$ cat src/rtl/fisb_pkg.sv
/*
  Constants and types for the fault interrupt status bank: register indices,
  field positions, reset values and enable-field codes.
  Assumes a 32-bit Avalon-MM slave port with a byte address.
*/
package fisb_pkg;

  // ==========================================================================
  // register map: printed indices, byte address is four times the index
  // ==========================================================================
  localparam logic [7:0] FISB_IDX_EN_PRIMARY    = 8'h50;
  localparam logic [7:0] FISB_IDX_EN_STRING     = 8'h52;
  localparam logic [7:0] FISB_IDX_FAULT_PRIMARY = 8'h54;
  localparam logic [7:0] FISB_IDX_FAULT_STRING  = 8'h56;
  localparam int         FISB_ADDR_W            = 10;

  // ==========================================================================
  // field positions (status bit; its clear bit sits one below)
  // ==========================================================================
  localparam int FISB_POS_OVP_HIGH   = 15;
  localparam int FISB_POS_HOT        = 13;
  localparam int FISB_POS_COLD       = 11;
  localparam int FISB_POS_OVP_LOW    = 7;
  localparam int FISB_POS_OVERCUR    = 5;
  localparam int FISB_POS_LOCKOUT    = 3;
  localparam int FISB_POS_TSD        = 1;
  localparam int FISB_POS_SUMMARY    = 7;
  // two-bit enable fields, given by their upper bit
  localparam int FISB_EPOS_GLOBAL    = 15;
  localparam int FISB_EPOS_OVP_HIGH  = 13;
  localparam int FISB_EPOS_TEMP      = 11;
  localparam int FISB_EPOS_OVP_LOW   = 7;
  localparam int FISB_EPOS_OVERCUR   = 5;
  localparam int FISB_EPOS_LOCKOUT   = 3;
  localparam int FISB_EPOS_TSD       = 1;
  localparam int FISB_EPOS_STRING    = 7;

  // internal flag vector layout
  localparam int FISB_F_TSD      = 0;
  localparam int FISB_F_LOCKOUT  = 1;
  localparam int FISB_F_OVERCUR  = 2;
  localparam int FISB_F_OVP_LOW  = 3;
  localparam int FISB_F_COLD     = 4;
  localparam int FISB_F_HOT      = 5;
  localparam int FISB_F_OVP_HIGH = 6;
  localparam int FISB_F_SUMMARY  = 7;
  localparam int FISB_F_SHORT    = 8;
  localparam int FISB_F_OPEN     = 9;
  localparam int FISB_F_CH0      = 10;
  localparam int FISB_NFLAGS     = 16;

  // ==========================================================================
  // enable codes and reset values
  // ==========================================================================
  localparam logic [1:0]  FISB_EN_WR_ON   = 2'h3;
  localparam logic [1:0]  FISB_EN_WR_OFF  = 2'h1;
  // enable bits: global, ovp high, temp, ovp low, overcurrent, lockout, tsd, string
  localparam logic [7:0]  FISB_EN_RESET   = 8'hCF;
  localparam logic [15:0] FISB_FLAG_RESET = 16'h0000;

  typedef struct packed {
    logic       ovp_high;
    logic       hot;
    logic       cold;
    logic       ovp_low;
    logic       overcur;
    logic       lockout;
    logic       tsd;
    logic [5:0] channel;
    logic       open;
    logic       short_str;
  } fisb_fault_type;

endpackage

$ cat src/rtl/fisb_flag_bank.sv
/*
  Bank of sticky fault flags: a set input latches, a clear input releases.
  Assumes set and clear are synchronous single-cycle or level requests.
*/
module fisb_flag_bank
  import fisb_pkg::*;
(
  input  wire logic                    clk_i,
  input  wire logic                    rst_i,
  input  wire logic [FISB_NFLAGS-1:0]  set_i,
  input  wire logic [FISB_NFLAGS-1:0]  clr_i,
  output logic      [FISB_NFLAGS-1:0]  flag_o
);

  // ==========================================================================
  // flags
  // ==========================================================================
  logic [FISB_NFLAGS-1:0] flag_ff;
  logic [FISB_NFLAGS-1:0] nxt_flag;

  genvar g;
  generate
    for (g = 0; g < FISB_NFLAGS; g++)
    begin : g_flag
      // a fault in the clearing cycle keeps the flag up
      assign nxt_flag[g] = set_i[g] | (flag_ff[g] & ~clr_i[g]);
    end
  endgenerate

  always_ff @(posedge clk_i)
  begin
    if (rst_i)
      flag_ff <= FISB_FLAG_RESET;
    else
      flag_ff <= nxt_flag;
  end

  assign flag_o = flag_ff;

endmodule // fisb_flag_bank

$ cat src/rtl/fisb_top.sv
/*
  Fault interrupt status bank: two fault-status registers, two interrupt
  enable registers and one level interrupt output, on an Avalon-MM slave.
  Assumes fault inputs are synchronous to CLK_I and a well-behaved master.
*/
// The Avalon-MM slave port was chosen for this implementation.
module fisb_top
  import fisb_pkg::*;
(
  input  wire logic                    CLK_I,
  input  wire logic                    RST_I,
  input  wire logic [FISB_ADDR_W-1:0]  AVS_ADDRESS_I,
  input  wire logic                    AVS_READ_I,
  input  wire logic                    AVS_WRITE_I,
  input  wire logic [31:0]             AVS_WRITEDATA_I,
  input  wire logic [3:0]              AVS_BYTEENABLE_I,
  output logic      [31:0]             AVS_READDATA_O,
  output logic                         AVS_WAITREQUEST_O,
  input  wire fisb_fault_type          FAULT_I,
  output logic                         INT_O
);

  // ==========================================================================
  // decode
  // ==========================================================================
  // both bits of a pair sit in the same byte lane, so one lane check suffices
  function automatic logic pair_hit(input logic [31:0] wd, input logic [3:0] be, input int pos);
    pair_hit = wd[pos] & wd[pos-1] & be[pos/8];
  endfunction

  function automatic logic en_field(input logic old, input logic [1:0] code);
    en_field = (code == FISB_EN_WR_ON) ? 1'b1 : ((code == FISB_EN_WR_OFF) ? 1'b0 : old);
  endfunction

  logic                   waitreq_ff;
  logic                   nxt_waitreq;
  logic [31:0]            readdata_ff;
  logic [31:0]            nxt_readdata;
  logic                   int_ff;
  logic [7:0]             en_ff;
  logic [7:0]             nxt_en;
  logic [FISB_NFLAGS-1:0] flags;
  logic [FISB_NFLAGS-1:0] set_vec;
  logic [FISB_NFLAGS-1:0] clr_vec;

  wire logic request  = AVS_READ_I | AVS_WRITE_I;
  wire logic accept   = request & ~waitreq_ff;
  wire logic acc_wr   = accept & AVS_WRITE_I;
  wire logic acc_rd   = accept & AVS_READ_I;
  wire logic hit_enp  = AVS_ADDRESS_I == {FISB_IDX_EN_PRIMARY, 2'b00};
  wire logic hit_ens  = AVS_ADDRESS_I == {FISB_IDX_EN_STRING, 2'b00};
  wire logic hit_prim = AVS_ADDRESS_I == {FISB_IDX_FAULT_PRIMARY, 2'b00};
  wire logic hit_str  = AVS_ADDRESS_I == {FISB_IDX_FAULT_STRING, 2'b00};
  wire logic wr_prim  = acc_wr & hit_prim;
  wire logic wr_str   = acc_wr & hit_str;
  wire logic [31:0] wd = AVS_WRITEDATA_I;
  wire logic [3:0]  be = AVS_BYTEENABLE_I;

  // ==========================================================================
  // fault latching and paired clears
  // ==========================================================================
  wire logic any_string = |FAULT_I.channel | FAULT_I.open | FAULT_I.short_str;

  assign set_vec[FISB_F_OVP_HIGH] = FAULT_I.ovp_high;
  assign set_vec[FISB_F_HOT]      = FAULT_I.hot;
  assign set_vec[FISB_F_COLD]     = FAULT_I.cold;
  assign set_vec[FISB_F_OVP_LOW]  = FAULT_I.ovp_low;
  assign set_vec[FISB_F_OVERCUR]  = FAULT_I.overcur;
  assign set_vec[FISB_F_LOCKOUT]  = FAULT_I.lockout;
  assign set_vec[FISB_F_TSD]      = FAULT_I.tsd;
  assign set_vec[FISB_F_SUMMARY]  = any_string;
  assign set_vec[FISB_F_SHORT]    = FAULT_I.short_str;
  assign set_vec[FISB_F_OPEN]     = FAULT_I.open;
  assign set_vec[FISB_F_CH0+5:FISB_F_CH0] = FAULT_I.channel;

  wire logic clr_str = wr_str & pair_hit(wd, be, FISB_POS_SUMMARY);

  // a lone status or clear bit gives no clear at all
  assign clr_vec[FISB_F_OVP_HIGH] = wr_prim & pair_hit(wd, be, FISB_POS_OVP_HIGH);
  assign clr_vec[FISB_F_HOT]      = wr_prim & pair_hit(wd, be, FISB_POS_HOT);
  assign clr_vec[FISB_F_COLD]     = wr_prim & pair_hit(wd, be, FISB_POS_COLD);
  assign clr_vec[FISB_F_OVP_LOW]  = wr_prim & pair_hit(wd, be, FISB_POS_OVP_LOW);
  assign clr_vec[FISB_F_OVERCUR]  = wr_prim & pair_hit(wd, be, FISB_POS_OVERCUR);
  assign clr_vec[FISB_F_LOCKOUT]  = wr_prim & pair_hit(wd, be, FISB_POS_LOCKOUT);
  assign clr_vec[FISB_F_TSD]      = wr_prim & pair_hit(wd, be, FISB_POS_TSD);
  assign clr_vec[FISB_NFLAGS-1:FISB_F_SUMMARY] = {(FISB_NFLAGS-FISB_F_SUMMARY){clr_str}};

  fisb_flag_bank u_flags (
    .clk_i  (CLK_I),
    .rst_i  (RST_I),
    .set_i  (set_vec),
    .clr_i  (clr_vec),
    .flag_o (flags)
  );

  // ==========================================================================
  // interrupt enables
  // ==========================================================================
  // en_ff: [7] global [6] ovp high [5] temp [4] ovp low [3] overcur [2] lockout [1] tsd [0] string
  wire logic wr_enp = acc_wr & hit_enp;
  wire logic wr_ens = acc_wr & hit_ens & be[0];

  assign nxt_en[7] = (wr_enp & be[1]) ? en_field(en_ff[7], wd[FISB_EPOS_GLOBAL -: 2]) : en_ff[7];
  assign nxt_en[6] = (wr_enp & be[1]) ? en_field(en_ff[6], wd[FISB_EPOS_OVP_HIGH -: 2]) : en_ff[6];
  assign nxt_en[5] = (wr_enp & be[1]) ? en_field(en_ff[5], wd[FISB_EPOS_TEMP -: 2]) : en_ff[5];
  assign nxt_en[4] = (wr_enp & be[0]) ? en_field(en_ff[4], wd[FISB_EPOS_OVP_LOW -: 2]) : en_ff[4];
  assign nxt_en[3] = (wr_enp & be[0]) ? en_field(en_ff[3], wd[FISB_EPOS_OVERCUR -: 2]) : en_ff[3];
  assign nxt_en[2] = (wr_enp & be[0]) ? en_field(en_ff[2], wd[FISB_EPOS_LOCKOUT -: 2]) : en_ff[2];
  assign nxt_en[1] = (wr_enp & be[0]) ? en_field(en_ff[1], wd[FISB_EPOS_TSD -: 2]) : en_ff[1];
  assign nxt_en[0] = wr_ens ? en_field(en_ff[0], wd[FISB_EPOS_STRING -: 2]) : en_ff[0];

  wire logic [7:0] flag_en = {en_ff[0], en_ff[6], en_ff[5], en_ff[5], en_ff[4], en_ff[3], en_ff[2], en_ff[1]};
  wire logic       irq_req = en_ff[7] & |(flags[FISB_F_SUMMARY:0] & flag_en);

  // ==========================================================================
  // read images
  // ==========================================================================
  wire logic [15:0] prim_img = {flags[FISB_F_OVP_HIGH], 1'b0, flags[FISB_F_HOT], 1'b0,
                                flags[FISB_F_COLD], 3'b000, flags[FISB_F_OVP_LOW], 1'b0,
                                flags[FISB_F_OVERCUR], 1'b0, flags[FISB_F_LOCKOUT], 1'b0,
                                flags[FISB_F_TSD], 1'b0};
  wire logic [15:0] str_img  = {flags[FISB_NFLAGS-1:FISB_F_SUMMARY], 7'h00};
  // enable fields read 2h when on, 0h when off
  wire logic [15:0] enp_img  = {en_ff[7], 1'b0, en_ff[6], 1'b0, en_ff[5], 3'b000,
                                en_ff[4], 1'b0, en_ff[3], 1'b0, en_ff[2], 1'b0, en_ff[1], 1'b0};
  wire logic [15:0] ens_img  = {8'h00, en_ff[0], 7'h00};

  wire logic [15:0] rd_sel = hit_prim ? prim_img :
                             hit_str  ? str_img  :
                             hit_enp  ? enp_img  :
                             hit_ens  ? ens_img  : 16'h0000;

  // ==========================================================================
  // bus handshake: one wait cycle, then the access completes
  // ==========================================================================
  // reads are sampled one edge before completion; a fault in that gap shows next read
  assign nxt_waitreq  = ~(request & waitreq_ff);
  assign nxt_readdata = (request & waitreq_ff) ? {16'h0000, rd_sel} : readdata_ff;

  always_ff @(posedge CLK_I)
  begin
    if (RST_I)
    begin
      waitreq_ff  <= 1'b1;
      readdata_ff <= 32'h0000_0000;
      en_ff       <= FISB_EN_RESET;
      int_ff      <= 1'b0;
    end
    else
    begin
      waitreq_ff  <= nxt_waitreq;
      readdata_ff <= nxt_readdata;
      en_ff       <= nxt_en;
      int_ff      <= irq_req;
    end
  end

  assign AVS_WAITREQUEST_O = waitreq_ff;
  assign AVS_READDATA_O    = readdata_ff;
  assign INT_O             = int_ff;
endmodule // fisb_top

$ cat config.mk
export PLATFORM = sky130hd
export DESIGN_NAME = fisb_top
export DESIGN_NICKNAME = d
export VERILOG_FILES = /design/src/rtl/fisb_pkg.sv /design/src/rtl/fisb_flag_bank.sv /design/src/rtl/fisb_top.sv
export SDC_FILE = /design/constraint.sdc
export NUM_CORES = 1
export LEC_CHECK = 0
export ABC_AREA = 1
export BUFFER_PORTS_ARGS = -buffer_cell sky130_fd_sc_hd__clkbuf_2
export CORE_ASPECT_RATIO = 0.7
export CORE_MARGIN = 10
export CORE_UTILIZATION = 40
export CTS_CLUSTER_SIZE = 10
export DETAILED_ROUTE_END_ITERATION = 10
export PLACE_DENSITY = 0.83
export SLEW_MARGIN = 20
export SYNTH_ARGS = -nofsm -noshare
export SYNTH_HDL_FRONTEND = slang
export SYNTH_SLANG_ARGS = --single-unit
$ cat constraint.sdc
create_clock -name CLK_I -period 1.2 [get_ports CLK_I]
set_input_delay 0 -clock CLK_I [delete_from_list [all_inputs] [get_ports CLK_I]]
set_output_delay 0 -clock CLK_I [all_outputs]
set_load 0.1 [all_outputs]
[Yosys cells after proc, flatten, opt, wreduce, memory -nomap -nowiden]
Cells that the tools add are included.
Storage, ports and cells
  register bits after elaboration: 42
  bits of input ports: 65
  output and inout bits: 34
  word-level logic and storage cells: 144
Operators by class
  equality and inequality tests: 18
  multiplexer cells: 18
  bitwise gates (word level): 79
  reduce and logical (&&, ||, !) cells: 17
Operators with widths (count)
  AND 1 bit: 49
  2-to-1 mux 16 bit: 3
  == test 10 x 9 -> 1 bit (second input constant): 4
  OR 1 bit: 19
  AND reduction 2 bit: 8
  == test 2 x 1 -> 1 bit (second input constant): 7
  == test 2 bit (second input constant): 7
  2-to-1 mux 1 bit: 14
  nonzero test 2 bit: 7
  inverter 1 bit: 10
  AND 8 bit: 1
  2-to-1 mux 8 bit: 1
  OR reduction 8 bit: 1
  OR reduction 6 bit: 1

[Longest topological paths before layout]
  word-level depth: 8
  depth in mapped cells: 10
  depth with buffers taken out: 10

[Modules after synthesis]
Synthesis repeated with hierarchy kept, for this count alone.
Second synthesis, totals
  cell total of the unflattened synthesis: 277
  area, all modules: 2058.2 um^2
Modules (own cells, without submodules)
  fisb_top: instances 1, cells an instance 195, area an instance 1401.3 um^2, seq. area each 440.4 um^2
  fisb_flag_bank: instances 1, cells an instance 82, area an instance 656.9 um^2, seq. area each 320.3 um^2

[Least setup slack after synthesis]
OpenSTA, ideal clock, no wires.
  kind: reg-to-reg
  start: register waitreq_ff, in the netlist AVS_WAITREQUEST_O
  end: register readdata_ff[12], in the netlist AVS_READDATA_O[12]
  setup time: 0.070 ns
  arrival: 1.723 ns
  data required time: 1.130 ns
  slack: -0.593 ns
  cell stages (with the launch flop): 6
  buffers on the path: 1
  clock period less this slack: 1.793 ns
  path through: dfxtp_1 o21ai_4 clkinv_1 buf_2 nand3_1 a21oi_1
Between the ends
  cells in the longest elaborated chain, start to end: 1
RTL lines
  from (decl): RTL line fisb_top.sv:35  | logic waitreq_ff;
  from (signal assigned): RTL line fisb_top.sv:151  | waitreq_ff <= nxt_waitreq;
  AND 1 bit: RTL line fisb_top.sv:138  | assign nxt_readdata = (request & waitreq_ff) ? {16'h0000, rd_sel} : readdata_ff;
  to (signal assigned): RTL line fisb_top.sv:152  | readdata_ff <= nxt_readdata;
  to (decl): RTL line fisb_top.sv:37  | logic [31:0] readdata_ff;
Every way passes these cells.
A chain may end at the register's enable or synchronous reset.

[Final worst setup path]
  start: register waitreq_ff, in the netlist AVS_WAITREQUEST_O
  end: register u_flags.flag_ff[12], in the netlist u_flags.flag_o[12]
Between the ends
  cells in the longest elaborated chain, start to end: 8
RTL lines
  inverter 1 bit: RTL line fisb_top.sv:47  | wire logic accept = request & ~waitreq_ff;
  AND 1 bit: RTL line fisb_top.sv:47
  AND 1 bit: RTL line fisb_top.sv:48  | wire logic acc_wr = accept & AVS_WRITE_I;
  AND 1 bit: RTL line fisb_top.sv:55  | wire logic wr_str = acc_wr & hit_str;
  AND 1 bit: RTL line fisb_top.sv:76  | wire logic clr_str = wr_str & pair_hit(wd, be, FISB_POS_SUMMARY);
  inverter 1 bit: RTL line fisb_flag_bank.sv:26  | assign nxt_flag[g] = set_i[g] | (flag_ff[g] & ~clr_i[g]);
  AND 1 bit: RTL line fisb_flag_bank.sv:26
  OR 1 bit: RTL line fisb_flag_bank.sv:26
  to (signal assigned): RTL line fisb_flag_bank.sv:35  | flag_ff <= nxt_flag;
  to (decl): RTL line fisb_flag_bank.sv:18  | logic [FISB_NFLAGS-1:0] flag_ff;
Every way passes these cells.

==> flow_summary.yaml <==
sta:
  fin_crit_ns: 1.14
  skew_ns: 0.00795
  hold_viol_final: 0
  rsz0062_at_grt: "yes"
  max_slew_margin_pct: 63.1
  fin_crit_sh_pct: 95.4
  fmax_mhz: 874
  hold_ws_ns: 0.00476
  tns_ns: 0
  setup_viol: 0
  final_max_slew_viol_count: 0
  worst_pin_slew_ns: 0.555
setup_path:
  critPathLaunchType: "flip-flop"
  r2r_end: "u_flags.flag_o[12]$_SDFF_PP0_"
  r2r_slack_ns: 0.06
  crit_path_top_delay_cell: "dfxtp_4"
  crit_top_cell: "nor2_1"
  rr_startpoint: "AVS_WAITREQUEST_O$_SDFF_PP1_"
  path_class: "flip-flop to flip-flop"
  ff2ff_path_depth: 6
  cp.arrival_ns: 1.31
  cp_max_fo: 9
  critical_path.cell_chain: "nor2_4, inv_2, nor2_1, nand2_2, a21oi_1, nor2_1"
  end_kind: "flip-flop"
  cp-startpoint: "AVS_WAITREQUEST_O$_SDFF_PP1_"
  required_ns: 1.37
  critPathCapture: "u_flags.flag_o[12]$_SDFF_PP0_"
  critical-path-max-stage-delay_ns: 0.37
clocking:
  htreeDepth: 2
  clock_path_buffers: 2
  clkTransAtPathRegs_ns: 0.07
  insertion_delay_ns: 0.29
  cts_buffers: 5
  ctsRootBufferMaster: "clkbuf_8"
  tritoncts: "done"
  cts.sinks: 38
global_routing:
  grt_max_degree: 24
  overflow: 0
  track_usage_pct: 12.5
  antenna_found_initial: 0
  grt_pass1_wl_um: 8200
  grt_pass1_vias: 1700
place:
  hpwl_um: 4070
  routabilityCongestion: 0.784
  port_buffers: 58
  postPlaceCellArea_sq_mm: 0.00226
  place_inst: 370
logic_synthesis:
  ys_async_sr_fraction_pct: 0
  synth_area_leader_cell: "dfxtp_1"
  synth_top_area_share_pct: 40.1
  yosysMostFrequentCell: "nand2_1"
  yosysSeqAreaShare_pct: 40.1
  synth.area.top_cells: "dfxtp_1 40%, nand2_1 9.5%, nand3_1 8.4%"
  ys.flop_type: "dfxtp_1"
  syn_area_sq_mm: 0.00190
  syn_area_per_cell_sq_um: 7.35
  synth.top_cells.by_count: "48 x nand2_1, 38 x dfxtp_1, 32 x nand3_1"
  synth_cell_type_count: 30
  ys_ff_latch: 38
  yosys_warnings: 0
  syn_inst: 258
  synth_edf_count: 0
routing:
  num_vias: 1892
  drt_iter0_drc: 80
  totalWireLength_um: 5280
  wire_per_inst_um: 13.2
  vias_per_cell: 4.74
  ant_nets: 0
  first_pass_iters: 4
  drc_errors: 0
finish:
  synthToLayoutAreaGrowth_pct: 35.2
  instances_no_fill: 399
  fillers: 432
  diodes: 0
  final_area_sq_mm: 0.00256
  layout-drive-gt1-share_pct: 31.1
  layout.nets: 408
floorplan:
  die-area_sq_mm: 0.00794
  ios: 99
  core_sq_mm: 0.00445
  start_util_pct: 42.6
  rows: 20
  die-height_um: 77.6
  die_w_um: 102
flow_run:
  drv_cap: 0
power:
  p_total_mw: 2.97
  leakage_nw: 1.20
  ir_drop_mv: 0.647
  powerDensity_mw_per_mm2: 1160
min_path:
  hold_class: "input port to flip-flop"
outcome:
  status: "finished, final reports clean"
==> per-layer routing <==
metal	part of all wire, %	vias up	track usage, %
li1	-	988	-
met5	0	-	0
met2	46	60	19.5
met4	0.59	0	2.95
met1	45	841	16.2
met3	7.6	3	3.89
==> registers in the layout, indices dropped and copies added (netlist names) <==
signal	cells
u_flags.flag_o	16
INT_O	1
AVS_WAITREQUEST_O	1
AVS_READDATA_O	12
en_ff	8
==> how the worst min path moves through the flow <==
stage	start	endpoint	slack (ns)	cells after the start
after floorplan	RST_I	AVS_READDATA_O[7]$_SDFFE_PP0P_	0.06	1
after global placement	FAULT_I[3]	u_flags.flag_o[11]$_SDFF_PP0_	0.22	3
after detailed placement	FAULT_I[12]	u_flags.flag_o[4]$_SDFF_PP0_	0.22	3
after CTS	AVS_WRITEDATA_I[7]	en_ff[4]$_SDFFE_PP0P_	0.001	3
after global routing	AVS_WRITEDATA_I[4]	en_ff[3]$_SDFFE_PP1P_	0.02	3
final	AVS_WRITEDATA_I[4]	en_ff[3]$_SDFFE_PP1P_	0.005	3
==> cell type report <==
cell class	instances	area, sq um	area share [%]
Multi-Input combinational cell	185	943	36.8
Sequential cell	38	778	30.4
Timing Repair Buffer	86	588	22.9
Inverter	27	104	4.05
Clock buffer	8	80.1	3.12
Tap cell	55	68.8	2.69
==> critical path: cells and delay by family, from the launching register on <==
| family | cells | cell delay [ns] |
|---|---|---|
| DFF | 1 | 0.37 |
| AOI/OAI and AO/OA | 1 | 0.16 |
| buffers and inverters | 1 | 0.07 |
| and+or+nand+nor | 4 | 0.43 |
==> logic make-up (layout without fill, tap and decap cells) <==
kind of cell / after synthesis / count (layout) / synth area share (%)
flops: 38 / 38 / 40.1
compound gates: 47 / 47 / 14.4
simple gates: 118 / 118 / 30.0
buf+inv: 54 / 121 / 15.2
other cells: 1 / 20 / 0.198
==> power breakdown <==
group | internal [mW] | total (mW) | switching, mW
sequential | 1.32 | 1.36 | 0.0382
clock | 0.413 | 0.831 | 0.419
combinational | 0.180 | 0.781 | 0.601
==> placed cells by master, fill, tap and decap left out, types with 4 or more instances in the layout <==
cell type and n:
inv_1 22, nand3_1 29, a21oi_1 21, nor2_1 17, clkbuf_2 52, nor2_4 4, dfxtp_2 11, dfxtp_1 26
inv_2 4, conb_1 20, a31oi_1 4, o211ai_1 4, nand4_1 6, o21ai_0 6, nand2_1 48, buf_4 13
dlygate4sd3_1 19, clkbuf_8 5, o21ai_1 7
==> stage by stage <==
step | setup WS, ns | utilization [%]
floorplan | -0.0488 | -
global placement | 0.0315 | 50.7
detailed placement | -0.0162 | 50.7
CTS | 0.0209 | 56.7
global route | -0.0406 | 57.5
finish | 0.0557 | 57.5
==> timing repair <==
item | 4_1_cts | 5_1_grt
hold buffers | 19 | 0
setup endpoints to repair | 0 | 18
hold endpoints to repair | 18 | 0
buffers inserted | 0 | 2
gates resized for setup | 0 | 6
(Power assumes the default switching activity.)
